<file path="src/trigger_unit_pkg.sv">
// Functional notes
// - mask bit 1 enables its source
// - reported status shows only enabled pending bits
// - masked-off events still captured in shared hardware
// - blocking status read waits for enabled event
// - read word: kicks upper, triggers lower half
// - blocking read takes one kick when bit 1 is enabled, unless timer is visible
// - status write: ones clear, zeros keep
// - status writes never alter kick count
// - clear of bits 15 to 0 only where thread mask bit set, bits 23 to 16 clear unmasked
// - poll view answers at once, same format
// - poll never takes a kick
// - each kick write adds one kick, until the count saturates at all ones
// - separate kick counter per thread
// - thread timer events appear at bit 0
// - bits 15 to 4 carry hardware triggers
// - bus error state 31:24, flag 23, 22 zero
// - bits 21 to 16 carry float flags
// - bit 3 is deferred exception level
// - bit 1 is kick count non-zero level
// - bit 2 halt only at interrupt level
// - mask bits 31 to 16 read zero
// - blocking read with empty mask raises exception
package trigger_unit_pkg;

  // ==========================================================
  // sizes
  // ==========================================================
  localparam int unsigned THREAD_IDX_W = 2; // width of a thread index
  localparam int unsigned KICK_W = 16; // kick counter width, fills the upper half word
  localparam int unsigned NUM_LEVELS = 2; // background and interrupt level

  // ==========================================================
  // processing levels
  // ==========================================================
  localparam logic LVL_BG = 1'b0; // background level
  localparam logic LVL_INT = 1'b1; // interrupt level

  // ==========================================================
  // status and mask bit positions
  // ==========================================================
  localparam int unsigned BIT_TIMER = 0; // timer trigger
  localparam int unsigned BIT_KICK = 1; // kick count non-zero
  localparam int unsigned BIT_HALT = 2; // background halt, interrupt level only
  localparam int unsigned BIT_DEFEXC = 3; // deferred exception level
  localparam int unsigned HW_LO = 4; // lowest hardware trigger
  localparam int unsigned HW_HI = 15; // highest hardware trigger
  localparam int unsigned FP_LO = 16; // float inexact
  localparam int unsigned FP_HI = 21; // float denormal
  localparam int unsigned BIT_ZERO = 22; // always zero
  localparam int unsigned BIT_BUSERR = 23; // deferred bus error / test and set
  localparam int unsigned BERR_LO = 24; // bus error state low bit
  localparam int unsigned BERR_HI = 31; // bus error state high bit

  // ==========================================================
  // reset values
  // ==========================================================
  localparam logic [15:0] MASK_RESET = 16'h0000; // all sources disabled
  localparam logic [31:0] STAT_RESET = 32'h0000_0000; // nothing pending
  localparam logic [15:0] HW_RESET = 16'h0000; // no shared hardware events
  localparam logic [15:0] MASK_RSVD = 16'h0000; // upper mask half word

  // ==========================================================
  // register selection and carriers
  // ==========================================================
  // trigger_status_clear, trigger_poll_view, trigger_enable_mask
  typedef enum logic [1:0] {SEL_STATUS, SEL_POLL, SEL_MASK} reg_sel_e;

  // register transfer from a thread
  typedef struct packed {
    logic valid;
    logic write;
    logic level;
    logic [THREAD_IDX_W-1:0] thread;
    reg_sel_e sel;
    logic [31:0] wdata;
  } reg_req_s;

  // answer to a register read
  typedef struct packed {
    logic valid;
    logic exc;
    logic [THREAD_IDX_W-1:0] thread;
    logic [31:0] rdata;
  } reg_rsp_s;

  // write to a memory mapped kick counter
  typedef struct packed {
    logic valid;
    logic level;
    logic [THREAD_IDX_W-1:0] thread;
  } kick_req_s;

endpackage

</file>
<file path="src/kick_counter.sv">
`timescale 1ns/1ps
`default_nettype none
module kick_counter
  import trigger_unit_pkg::*;
#(
  parameter int unsigned WIDTH = trigger_unit_pkg::KICK_W
)(
  input wire logic ref_clk,
  input wire logic sys_rst,
  input wire logic inc,
  input wire logic dec,
  output logic [WIDTH-1:0] count,
  output logic nonzero
);

  // ==========================================================
  // accumulating kick count
  // ==========================================================
  localparam logic [WIDTH-1:0] ONE = {{(WIDTH-1){1'b0}}, 1'b1}; // unit step
  localparam logic [WIDTH-1:0] FULL = {WIDTH{1'b1}}; // saturation value

  logic do_inc; // add a kick
  logic do_dec; // take a kick

  // simultaneous add and take cancel out
  assign do_inc = inc && !dec && (count != FULL);
  assign do_dec = dec && !inc && (count != '0);

  // counter, saturating so a flood of kicks never wraps to zero
  always_ff @(posedge ref_clk)
  begin
    if (sys_rst)
      count <= '0;
    else if (do_inc)
      count <= count + ONE;
    else if (do_dec)
      count <= count - ONE;
  end

  // level view of a pending kick
  assign nonzero = (count != '0);

endmodule
`default_nettype wire

</file>
<file path="src/trigger_unit.sv">
`timescale 1ns/1ps
`default_nettype none
module thread_background_trigger_unit #(
  parameter int unsigned NUM_THREADS = 4
)(
  input wire logic ref_clk,
  input wire logic sys_rst,
  // register transfers from the threads
  input wire trigger_unit_pkg::reg_req_s req,
  output logic req_ready,
  output trigger_unit_pkg::reg_rsp_s rsp,
  // kick counter writes
  input wire trigger_unit_pkg::kick_req_s kick,
  // hardware trigger pins, asynchronous
  input wire logic [trigger_unit_pkg::HW_HI:trigger_unit_pkg::HW_LO] hw_trigger,
  // per-thread timer pulses, index 0 background, 1 interrupt
  input wire logic [NUM_THREADS-1:0][1:0] timer_event,
  // per-thread float flag pulses, bit 5 denormal down to bit 0 inexact
  input wire logic [NUM_THREADS-1:0][5:0] fp_event,
  // per-thread deferred bus error pulses
  input wire logic [NUM_THREADS-1:0] bus_err_event,
  // per-thread deferred bus error state, level
  input wire logic [NUM_THREADS-1:0][7:0] bus_err_state,
  // per-thread deferred exception condition, level
  input wire logic [NUM_THREADS-1:0] def_exc,
  // per-thread background halt pulses
  input wire logic [NUM_THREADS-1:0] halt_event,
  // per-thread kick counts, background level
  output logic [NUM_THREADS-1:0][trigger_unit_pkg::KICK_W-1:0] bg_kick_count,
  // per-thread deferred state, status bits 31 to 16 of background level
  output logic [NUM_THREADS-1:0][15:0] deferred_view
);
  import trigger_unit_pkg::*;

  // ==========================================================
  // helper functions
  // ==========================================================
  // status as a thread sees it through its mask
  function automatic logic [31:0] visible(input logic [31:0] raw, input logic [15:0] msk);
    return {raw[31:16], raw[15:0] & msk};
  endfunction

  // read word, kick count high and trigger status low
  function automatic logic [31:0] read_word(input logic [KICK_W-1:0] kc,
                                            input logic [31:0] vis);
    return {kc, vis[15:0]};
  endfunction

  // a visible enabled trigger releases a blocking read
  function automatic logic released(input logic [31:0] raw, input logic [15:0] msk);
    return |(raw[15:0] & msk);
  endfunction

  // ==========================================================
  // storage
  // ==========================================================
  logic [2:0][HW_HI:HW_LO] hw_sync; // pin synchroniser and change detector
  logic [HW_HI:HW_LO] hw_change; // change of state on a pin
  logic [HW_HI:HW_LO] hw_pend; // shared hardware pending bits
  logic [HW_HI:HW_LO] hw_clear; // clears from all threads this cycle
  logic [15:0] mask_q [NUM_THREADS][NUM_LEVELS]; // trigger enable masks
  logic [31:0] stat_q [NUM_THREADS][NUM_LEVELS]; // independent pending bits
  logic [31:0] raw [NUM_THREADS][NUM_LEVELS]; // full unmasked status
  logic [31:0] vis [NUM_THREADS][NUM_LEVELS]; // masked status
  logic cond [NUM_THREADS][NUM_LEVELS]; // release condition
  logic take [NUM_THREADS][NUM_LEVELS]; // a kick may be taken now
  logic [KICK_W-1:0] kcount [NUM_THREADS][NUM_LEVELS]; // kick counts
  logic knz [NUM_THREADS][NUM_LEVELS]; // kick count non-zero
  logic park [NUM_THREADS]; // thread descheduled on blocking read
  logic park_lvl [NUM_THREADS]; // level of the parked read

  // ==========================================================
  // request decode
  // ==========================================================
  logic req_ok; // request taken this cycle
  logic req_thr_ok; // thread index in range
  logic rd_status; // blocking read taken
  logic rd_now; // blocking read satisfied at once
  logic rd_exc; // blocking read with an empty mask
  logic wr_status; // status clear write
  logic wr_mask; // mask write
  logic rel_any; // some parked thread is released
  logic [THREAD_IDX_W-1:0] rel_t; // released thread
  logic serve; // a blocking read completes this cycle
  logic [THREAD_IDX_W-1:0] serve_t; // thread completing
  logic serve_l; // its level

  assign req_thr_ok = (32'(req.thread) < NUM_THREADS);
  assign req_ok = req.valid && req_ready && req_thr_ok;
  assign rd_status = req_ok && !req.write && (req.sel == SEL_STATUS);
  assign rd_exc = rd_status && (mask_q[req.thread][req.level] == '0);
  assign rd_now = rd_status && !rd_exc && cond[req.thread][req.level];
  assign wr_status = req_ok && req.write && (req.sel == SEL_STATUS);
  assign wr_mask = req_ok && req.write && (req.sel == SEL_MASK);

  // parked releases take the answer slot, so new requests wait
  assign req_ready = !rel_any;

  // lowest numbered parked thread whose condition holds
  always_comb
  begin
    rel_any = 1'b0;
    rel_t = '0;
    for (int t = NUM_THREADS - 1; t >= 0; t--)
    begin
      if (park[t] && cond[t][park_lvl[t]])
      begin
        rel_any = 1'b1;
        rel_t = THREAD_IDX_W'(t);
      end
    end
  end

  // the one blocking read that completes this cycle
  always_comb
  begin
    serve = rel_any || rd_now;
    serve_t = rel_any ? rel_t : req.thread;
    serve_l = rel_any ? park_lvl[rel_t] : req.level;
  end

  // ==========================================================
  // hardware trigger pins
  // ==========================================================
  // two flops for the crossing, a third to spot a change
  always_ff @(posedge ref_clk)
  begin
    if (sys_rst)
      hw_sync <= '0;
    else
      hw_sync <= {hw_sync[1:0], hw_trigger};
  end

  assign hw_change = hw_sync[2] ^ hw_sync[1];

  // clears from any thread whose mask enables the bit
  always_comb
  begin
    hw_clear = '0;
    if (wr_status)
      hw_clear = req.wdata[HW_HI:HW_LO] & mask_q[req.thread][req.level][HW_HI:HW_LO];
  end

  // shared pending bits, captured whatever the masks say
  always_ff @(posedge ref_clk)
  begin
    if (sys_rst)
      hw_pend <= HW_RESET[HW_HI:HW_LO];
    else
      hw_pend <= (hw_pend & ~hw_clear) | hw_change;
  end

  // ==========================================================
  // per thread and level state
  // ==========================================================
  genvar gt;
  genvar gl;
  generate
    for (gt = 0; gt < NUM_THREADS; gt++)
    begin : g_thr
      for (gl = 0; gl < NUM_LEVELS; gl++)
      begin : g_lvl
        logic sel_here; // request addresses this thread and level
        logic [31:0] set_bits; // events arriving this cycle
        logic [31:0] clr_bits; // acknowledged bits
        logic kick_inc; // kick write to this counter
        logic kick_dec; // kick taken by a blocking read

        assign sel_here = (req.thread == THREAD_IDX_W'(gt)) && (req.level == gl[0]);

        // mask register
        always_ff @(posedge ref_clk)
        begin
          if (sys_rst)
            mask_q[gt][gl] <= MASK_RESET;
          else if (wr_mask && sel_here)
          begin
            mask_q[gt][gl] <= req.wdata[15:0];
            if (gl == 0)
              mask_q[gt][gl][BIT_HALT] <= 1'b0;
          end
        end

        // events landing in the independent bits
        always_comb
        begin
          set_bits = '0;
          set_bits[BIT_TIMER] = timer_event[gt][gl];
          set_bits[FP_HI:FP_LO] = fp_event[gt];
          set_bits[BIT_BUSERR] = bus_err_event[gt];
          set_bits[BIT_HALT] = (gl == 1) ? halt_event[gt] : 1'b0;
        end

        // acknowledge pattern, only edge captured bits can clear
        always_comb
        begin
          clr_bits = '0;
          if (wr_status && sel_here)
          begin
            clr_bits[BIT_TIMER] = req.wdata[BIT_TIMER] & mask_q[gt][gl][BIT_TIMER];
            clr_bits[BIT_HALT] = req.wdata[BIT_HALT] & mask_q[gt][gl][BIT_HALT];
            clr_bits[BIT_BUSERR:FP_LO] = req.wdata[BIT_BUSERR:FP_LO];
          end
        end

        // independent pending bits
        always_ff @(posedge ref_clk)
        begin
          if (sys_rst)
            stat_q[gt][gl] <= STAT_RESET;
          // events win over a same cycle clear
          else
            stat_q[gt][gl] <= (stat_q[gt][gl] & ~clr_bits) | set_bits;
        end

        // full status word before masking
        always_comb
        begin
          raw[gt][gl] = stat_q[gt][gl];
          raw[gt][gl][BERR_HI:BERR_LO] = bus_err_state[gt];
          raw[gt][gl][BIT_ZERO] = 1'b0;
          raw[gt][gl][HW_HI:HW_LO] = hw_pend;
          raw[gt][gl][BIT_DEFEXC] = def_exc[gt];
          raw[gt][gl][BIT_KICK] = knz[gt][gl];
        end

        assign vis[gt][gl] = visible(raw[gt][gl], mask_q[gt][gl]);
        assign cond[gt][gl] = released(raw[gt][gl], mask_q[gt][gl]);
        assign take[gt][gl] = mask_q[gt][gl][BIT_KICK] && knz[gt][gl] &&
                              !vis[gt][gl][BIT_TIMER];

        assign kick_inc = kick.valid && (kick.thread == THREAD_IDX_W'(gt)) &&
                          (kick.level == gl[0]);
        assign kick_dec = serve && (serve_t == THREAD_IDX_W'(gt)) &&
                          (serve_l == gl[0]) && take[gt][gl];

        kick_counter #(
          .WIDTH(KICK_W)
        ) u_kick (
          .ref_clk(ref_clk),
          .sys_rst(sys_rst),
          .inc(kick_inc),
          .dec(kick_dec),
          .count(kcount[gt][gl]),
          .nonzero(knz[gt][gl])
        );
      end

      // background level views for the core
      assign bg_kick_count[gt] = kcount[gt][0];
      assign deferred_view[gt] = raw[gt][0][31:16];

      // descheduled thread tracking
      always_ff @(posedge ref_clk)
      begin
        if (sys_rst)
        begin
          park[gt] <= 1'b0;
          park_lvl[gt] <= LVL_BG;
        end
        else if (rd_status && !rd_exc && !rd_now && (req.thread == THREAD_IDX_W'(gt)))
        begin
          park[gt] <= 1'b1;
          park_lvl[gt] <= req.level;
        end
        else if (rel_any && (rel_t == THREAD_IDX_W'(gt)))
          park[gt] <= 1'b0;
      end
    end
  endgenerate

  // ==========================================================
  // answer register
  // ==========================================================
  always_ff @(posedge ref_clk)
  begin
    if (sys_rst)
      rsp <= '0;
    else
    begin
      rsp.valid <= 1'b0;
      rsp.exc <= 1'b0;
      if (serve)
      begin
        // completed blocking read, value before the kick is taken
        rsp.valid <= 1'b1;
        rsp.thread <= serve_t;
        rsp.rdata <= read_word(kcount[serve_t][serve_l], vis[serve_t][serve_l]);
      end
      else if (rd_exc)
      begin
        rsp.valid <= 1'b1;
        rsp.exc <= 1'b1;
        rsp.thread <= req.thread;
        rsp.rdata <= '0;
      end
      else if (req_ok && !req.write && (req.sel == SEL_POLL))
      begin
        rsp.valid <= 1'b1;
        rsp.thread <= req.thread;
        rsp.rdata <= read_word(kcount[req.thread][req.level], vis[req.thread][req.level]);
      end
      else if (req_ok && !req.write && (req.sel == SEL_MASK))
      begin
        rsp.valid <= 1'b1;
        rsp.thread <= req.thread;
        rsp.rdata <= {MASK_RSVD, mask_q[req.thread][req.level]};
      end
    end
  end

endmodule
`default_nettype wire

</file>
<file path="config.mk">
export PLATFORM = sky130hd
export DESIGN_NAME = thread_background_trigger_unit
export DESIGN_NICKNAME = d
export VERILOG_FILES = /design/src/trigger_unit_pkg.sv /design/src/kick_counter.sv /design/src/trigger_unit.sv
export SDC_FILE = /design/constraint.sdc
export NUM_CORES = 1
export LEC_CHECK = 0
export BUFFER_PORTS_ARGS = -buffer_cell sky130_fd_sc_hd__buf_4
export CAP_MARGIN = 20
export CORE_MARGIN = 2
export CORE_UTILIZATION = 40
export CTS_CLUSTER_DIAMETER = 30
export CTS_CLUSTER_SIZE = 14
export DETAILED_ROUTE_END_ITERATION = 8
export PLACE_DENSITY_LB_ADDON = 0.05
export REMOVE_ABC_BUFFERS = 1
export SLEW_MARGIN = 30
export SYNTH_ARGS = -nofsm -noshare
export SYNTH_HDL_FRONTEND = slang
export SYNTH_SLANG_ARGS = --single-unit
</file>
<file path="constraint.sdc">
create_clock -name ref_clk -period 9.7 [get_ports ref_clk]
set_input_delay 1.455 -clock ref_clk [delete_from_list [all_inputs] [get_ports ref_clk]]
set_output_delay 1.455 -clock ref_clk [all_outputs]
set_load 0.05 [all_outputs]
</file>
== Word level (Yosys, flattened, before mapping) ==
Memories as Yosys holds them, arrays and structs flattened.
Cells that the tools add are included.

* Memories: 4
* Word-level logic and storage cells: 543
* Output and inout bits: 165
* Input port bits: 133
* Flip-flop bits (word level): 212
* Bits in writable memories: 392

{| class="wikitable"
|+ Memories
! name !! depth !! bits a word !! rd ports !! clocked after memory_dff !! wr ports !! RTL line !! RTL
|-
| stat_q || 4 || 64 || 4 || 0 || 4 || trigger_unit.sv:62 || <nowiki>logic [31:0] stat_q [NUM_THREADS][NUM_LEVELS];</nowiki>
|-
| mask_q || 4 || 32 || 5 || 0 || 4 || trigger_unit.sv:61 || <nowiki>logic [15:0] mask_q [NUM_THREADS][NUM_LEVELS];</nowiki>
|-
| park || 4 || 1 || 4 || 0 || 4 || trigger_unit.sv:69 || <nowiki>logic park [NUM_THREADS];</nowiki>
|-
| park_lvl || 4 || 1 || 5 || 0 || 4 || trigger_unit.sv:70 || <nowiki>logic park_lvl [NUM_THREADS];</nowiki>
|}

* Add/sub/neg operators: 16
* $lt $le $gt $ge: 8
* Bitwise gates (word level): 96
* Eq/ne operators: 22
* Mux-type cells: 192
* Reduce and logical (&&, ||, !) cells: 189

{| class="wikitable"
|+ Operators by type and width
! operator !! number
|-
| $mux 16 || 39
|-
| $mux 32 || 12
|-
| $and 32x32->32 || 8
|-
| $bmux 64 s2 || 2
|-
| $not 24->32 || 8
|-
| $or 32x24->32 || 8
|-
| $mux 48 || 4
|-
| $mux 34 || 4
|-
| $add 16x1->16 const B || 8
|-
| $and 16x16->16 || 8
|-
| $bmux 32 s2 || 2
|-
| $logic_and 1x1->1 || 128
|-
| $ne 16x16->1 const B || 8
|-
| $reduce_bool 16->1 || 8
|-
| $reduce_or 16->1 || 8
|-
| $sub 16x1->16 const B || 8
|-
| $mux 1 || 112
|-
| $mux 8 || 8
|-
| $or 1x1->1 || 32
|-
| $logic_not 1->1 || 28
|-
| $and 12x12->12 || 2
|-
| $eq 2x2->1 const B || 9
|-
| $and 1x1->1 || 16
|-
| $logic_not 16->1 || 1
|-
| other kinds (17) || 52
|}

== Logic depth before layout (Yosys ltp) ==
* Depth after elaboration: 27
* Depth in mapped cells: 24
* Mapped depth without buffers: 18

== Cells and area by module ==
From an unflattened synthesis, not the netlist that was laid out.

* Cell total of the unflattened synthesis: 2993
* Area total of the unflattened synthesis: 27779.1 um^2

{| class="wikitable"
|+ By module, submodules not included
! module !! area an instance (um^2) !! instances !! seq. area each (um^2) !! cells an instance
|-
| thread_background_trigger_unit || 15985.3 || 1 || 6446.2 || 1511
|-
| kick_counter at g_thr[0].g_lvl[0].u_kick ... || 1501.4 || 4 || 320.3 || 188
|-
| kick_counter at g_thr[2].g_lvl[0].u_kick ... || 1458.9 || 3 || 320.3 || 185
|-
| kick_counter at g_thr[3].g_lvl[1].u_kick || 1411.4 || 1 || 320.3 || 175
|}

== Worst setup path before layout ==
No wires, ideal clock.

* Path type: input -> register
* Start: input port req[34] (netlist bit)
* End: register g_thr[1].g_lvl[1].u_kick.count[15]
* Cell stages on the path: 22
* Arrival time: 6601 ps
* Setup time: 134 ps
* Required time: 9566 ps
* Path buffers: 5
* Path slack: 2965 ps
* Cell sequence: buf_4 -> buf_6 -> buf_6 -> mux4_2 -> nand2_1 -> nand2_1 -> nor3_1 -> and3_1 -> o41a_1 -> buf_2 -> o31ai_2 -> buf_2 -> ha_1 -> a21o_1 -> a21o_1 -> a2111oi_0 -> o31a_1 -> a21oi_1 -> a31oi_1 -> o21ai_0 -> and4_1 -> or4_1

* Word-level cells in the longest chain between the ends: 17
* Elaborated cells on any way between the ends: 29
* Those cells by class: eq/ne (1); mux (11); bitwise (1); reduce/logical (15); memory (1)

{| class="wikitable"
|+ Ends and longest elaborated chain
! item !! RTL line !! RTL
|-
| start: declaration || trigger_unit.sv:9 || <nowiki>input wire trigger_unit_pkg::reg_req_s req,</nowiki>
|-
| $mem_v2 4x32 || -- ||
|-
| $mux 16 (implied by the code) (3 in series) || trigger_unit.sv:91 || <nowiki>assign rd_exc = rd_status && (mask_q[req.thread][req.level] == '0);</nowiki>
|-
| $logic_not 16->1 || trigger_unit.sv:91 ||
|-
| $logic_and 1x1->1 || trigger_unit.sv:91 ||
|-
| $logic_not 1->1 || trigger_unit.sv:92 || <nowiki>assign rd_now = rd_status && !rd_exc && cond[req.thread][req.level];</nowiki>
|-
| $logic_and 1x1->1 (2 in series) || trigger_unit.sv:92 ||
|-
| $logic_or 1x1->1 || trigger_unit.sv:117 || <nowiki>serve = rel_any || rd_now;</nowiki>
|-
| $logic_and 1x1->1 (*) (2 in series) || trigger_unit.sv:234 || <nowiki>assign kick_dec = serve && (serve_t == THREAD_IDX_W'(gt)) &&</nowiki>
|-
| $logic_and 1x1->1 (*) || trigger_unit.sv:235 || <nowiki>(serve_l == gl[0]) && take[gt][gl];</nowiki>
|-
| $logic_not 1->1 || kick_counter.sv:26 || <nowiki>assign do_inc = inc && !dec && (count != FULL);</nowiki>
|-
| $logic_and 1x1->1 (2 in series) || kick_counter.sv:26 ||
|-
| $mux 16 or $reduce_bool 2->1 (tied branches) || -- ||
|-
| end signal: assignment || kick_counter.sv:35 || <nowiki>count <= count + ONE;</nowiki>
|-
| end signal: assignment || kick_counter.sv:37 || <nowiki>count <= count - ONE;</nowiki>
|-
| end: declaration || kick_counter.sv:12 || <nowiki>output logic [WIDTH-1:0] count,</nowiki>
|}

Every way passes the cells marked *; elsewhere a longest branch is shown, timed or not. The select of a mux whose other input is x is not followed.
A chain may end at the register's enable or synchronous reset.

== Worst setup path in the final report ==
* Start: input port req[35] (netlist bit)
* End: register g_thr[2].g_lvl[0].u_kick.count[14]

* Word-level cells in the longest chain between the ends: 17
* Elaborated cells on any way between the ends: 29
* Those cells by class: eq/ne (1); mux (11); bitwise (1); reduce/logical (15); memory (1)

{| class="wikitable"
|+ Ends and longest elaborated chain
! item !! RTL line
|-
| $mem_v2 4x32 || --
|-
| $mux 16 (implied by the code) (3 in series) || trigger_unit.sv:91
|-
| $logic_not 16->1 || trigger_unit.sv:91
|-
| $logic_and 1x1->1 || trigger_unit.sv:91
|-
| $logic_not 1->1 || trigger_unit.sv:92
|-
| $logic_and 1x1->1 (2 in series) || trigger_unit.sv:92
|-
| $logic_or 1x1->1 || trigger_unit.sv:117
|-
| $logic_and 1x1->1 (*) (2 in series) || trigger_unit.sv:234
|-
| $logic_and 1x1->1 (*) || trigger_unit.sv:235
|-
| $logic_not 1->1 || kick_counter.sv:26
|-
| $logic_and 1x1->1 (2 in series) || kick_counter.sv:26
|-
| $mux 16 or $reduce_bool 2->1 (tied branches) || --
|-
| end signal: assignment || kick_counter.sv:35
|-
| end signal: assignment || kick_counter.sv:37
|-
| end: declaration || kick_counter.sv:12
|}

Marked as above.

==> flow_summary.json <==
{
  "synth_edf_count": 132,
  "yosysTopAreaCell": "dfxtp_1",
  "place_hpwl_mm": 72.1,
  "drcViolationCount": 36,
  "start_util_pct": 40.2,
  "synthFlopType": "dfxtp_1",
  "skew_ns": 0.0334,
  "die_y_microns": 258,
  "drt-total-wl_mm": 101,
  "dieArea_sq_mm": 0.0665,
  "rsz0062_at_grt": "no",
  "syn_inst": 2879,
  "synth_warnings": 0,
  "place_congestion": 0.948,
  "ctsHoldBuffers": 0,
  "cap_viol_max_count": 0,
  "cp-end-kind": "flop",
  "drt_iter0_markers": 3005,
  "final_core_util_pct": 49.3,
  "clock-sinks": 384,
  "violations": "DRC",
  "ys_top_cells_by_count": "270 x a21oi_1, 252 x dfxtp_1, 227 x nand2_1",
  "hold_viol": 0,
  "placementRows": 93,
  "grt_max_degree": 76,
  "min_period_over_period_pct": 77.5,
  "numCtsBuffers": 105,
  "regToRegSetupSlack_ns": 2.28,
  "num_antenna_cells": 0,
  "synth_top_cell_area_share_pct": 19.6,
  "worstPathCellList": "buf_4 > buf_4 > nor2b_1 > nand3_1 > a21boi_4 > nand3_1 > o21a_1 > inv_2 > ha_1 > a21o_1 > a21oi_1 > o21bai_1 > a221o_1 > a211oi_1 > o21ai_0 > a2111oi_0 > o32ai_1 > a21oi_1",
  "grt_use_total_pct": 29.3,
  "grt_pass1_vias": 24000,
  "slew_headroom_pct": 34.4,
  "power.density_mw_per_mm2": 227,
  "worstPathMaxFanout": 53,
  "crit_slowest_cell": "a21boi_4",
  "async_flop_share_pct": 0,
  "ys_seq_elements": 384,
  "top_usage_layer": "met2",
  "drive_above_1_share_pct": 19.9,
  "cp.required_ns": 10.26,
  "insertion_delay_ns": 0.67,
  "wl_per_cell_microns": 25.4,
  "portBuffers": 220,
  "antenna_left": 0,
  "antenna_found_initial": 2,
  "gr-total-overflow": 0,
  "arrival_ns": 8.08,
  "period_minus_slack_ns": 7.52,
  "slew_violations": 0,
  "layout.nets": 3262,
  "cts_root_buf": "clkbuf_16",
  "crit_buf_inv": 3,
  "crit_type": "in2reg",
  "vias": 24800,
  "area_delta_synth_final_pct": 22.6,
  "clockBufferDepth": 3,
  "grt_util_met3_pct": 6.87,
  "finalSetupViolCount": 0,
  "yosys-top-cells-area": "dfxtp_1 20%, edfxtp_1 15%, mux4_2 6.3%, ha_1 5.6%, a21oi_1 5.2%",
  "start_kind": "input pin",
  "syn_area_sq_mm": 0.0258,
  "synthDistinctLibCells": 96,
  "grtUsageMet1_pct": 37.0,
  "status": "complete, but fails checks",
  "fp.dieW_microns": 258,
  "worstMarginPinSlew_ns": 0.980,
  "max_freq_mhz": 133,
  "yosysMostFrequentCell": "a21oi_1",
  "syn_area_per_cell_sq_um": 8.96,
  "power.total_mw": 7.19,
  "core_region_area_sq_mm": 0.0641,
  "ios": 298,
  "clk_pin_slew_ns": 0.05,
  "htreeDepth": 3,
  "crit_family": "compound AO/OA/AOI/OAI gates",
  "grt_pass1_wl_mm": 149,
  "synth-seq-area-share_pct": 34.9,
  "p_leak_nw": 12.1,
  "vdd_ir_drop_max_mv": 0.136,
  "dr.pass1.iters": 9,
  "post_cts_resized": 0,
  "fin_tns_setup_ns": 0,
  "grt.met2_usage_pct": 47.7,
  "cts_tree": "done",
  "hp-class": "reg2reg",
  "slowest_delay_ns": 0.67,
  "cts_setup_buffers": 0,
  "viasPerCell": 6.27
}
==> layout by cell type (no fill, tap or decap), types with 23 or more instances in the layout <==
cell type and count:
ha_1 115, a21o_1 24, o21ai_1 27, mux4_2 72, o21ai_0 144, buf_4 264
edfxtp_1 132, a21oi_1 270, nor2b_1 62, a22oi_1 49, nand4_1 67, nor4_1 44
nand3_1 188, nor2_1 121, a31oi_1 23, clkinv_2 27, nor3_1 81, nand2_1 227
clkbuf_16 109, xnor2_1 80, inv_1 67, dfxtp_1 252, o211ai_1 28, a222oi_1 61
and2_1 128
==> worst register-to-register path, cell delays in order (launching register included) <==
cell,delay (ns)
dfxtp_1,0.43
nor4_2,0.43
a41oi_1,0.47
nor4_4,0.61
o21ai_2,0.21
nor3_2,0.67
a22o_2,0.80
o21a_1,0.62
inv_2,0.41
fa_1,0.51
a21o_1,0.18
a21oi_1,0.21
o21bai_1,0.11
a221o_1,0.35
a211oi_1,0.33
o21ai_0,0.25
a2111oi_0,0.41
o32ai_1,0.14
a21oi_1,0.18
==> kinds of logic after synthesis <==
logic type | count (synthesis) | share of synthesized area [%]
AO/OA/AOI/OAI | 816 | 21.3
buffers and inverters | 326 | 5.99
multiplexers | 90 | 7.01
AND/OR/NAND/NOR | 1044 | 21.4
flip-flops | 384 | 34.9
XOR/XNOR | 95 | 3.23
other | 1 | 0.0145
adder cells (fa/ha/maj) | 123 | 6.20
==> layer usage <==
metal | vias up | part of all wire (%)
li1 | 11200 | -
met1 | 12000 | 40
met2 | 1258 | 47
met3 | 279 | 8.8
met4 | 4 | 4.6
met5 | - | 0.020
==> final timing paths <==
path	startpoint	to	cells past startpoint
worst min-delay path	hw_sync[6]	hw_sync[18]	1
worst max-delay path	req[35]	g_thr[2].g_lvl[0].u_kick.count[14]	18
worst min register to register	hw_sync[6]	hw_sync[18]	1
worst max register to register	g_thr[1].g_lvl[0].u_kick.count[11]	g_thr[2].g_lvl[0].u_kick.count[14]	18
==> registers in the layout, summed over array words and instances (netlist names) <==
name	flops
g_thr.g_lvl.u_kick.count	128
mask_q	124
stat_q	40
hw_sync	36
rsp	36
hw_pend	12
park	4
park_lvl	4
==> report_power, final <==
| part | leakage (nW) | internal [mW] | total [mW] | switching [mW] |
|---|---|---|---|---|
| registers | 3.43 | 1.77 | 1.94 | 0.172 |
| logic | 6.80 | 0.594 | 1.62 | 1.02 |
| clock network | 1.83 | 2.52 | 3.64 | 1.12 |
| total | 12.1 | 4.88 | 7.19 | 2.31 |
==> layout make-up <==
type / count / area (sq um)
clock inverters: 80 / 956
flip-flops and latches: 384 / 9010
clock buffers: 119 / 2840
repair buffers: 267 / 2030
fillers: 6059 / 32500
multi-input cells: 2172 / 15400
inverters: 76 / 285
well taps: 855 / 1070
==> metrics by stage <==
step / instance area [sq um] / hold slack, ns / worst slack (ns) / instances
after floorplan: 24500 / 0.414 / 0.553 / 2632
after global placement: 27700 / 0.425 / 1.81 / 3753
after detailed placement: 27800 / 0.425 / 1.72 / 3754
after CTS: 31600 / 0.435 / 2.32 / 3953
after global routing: 31600 / 0.450 / 1.75 / 3953
final: 31600 / 0.431 / 2.18 / 3953
(Power assumes the default switching activity.)
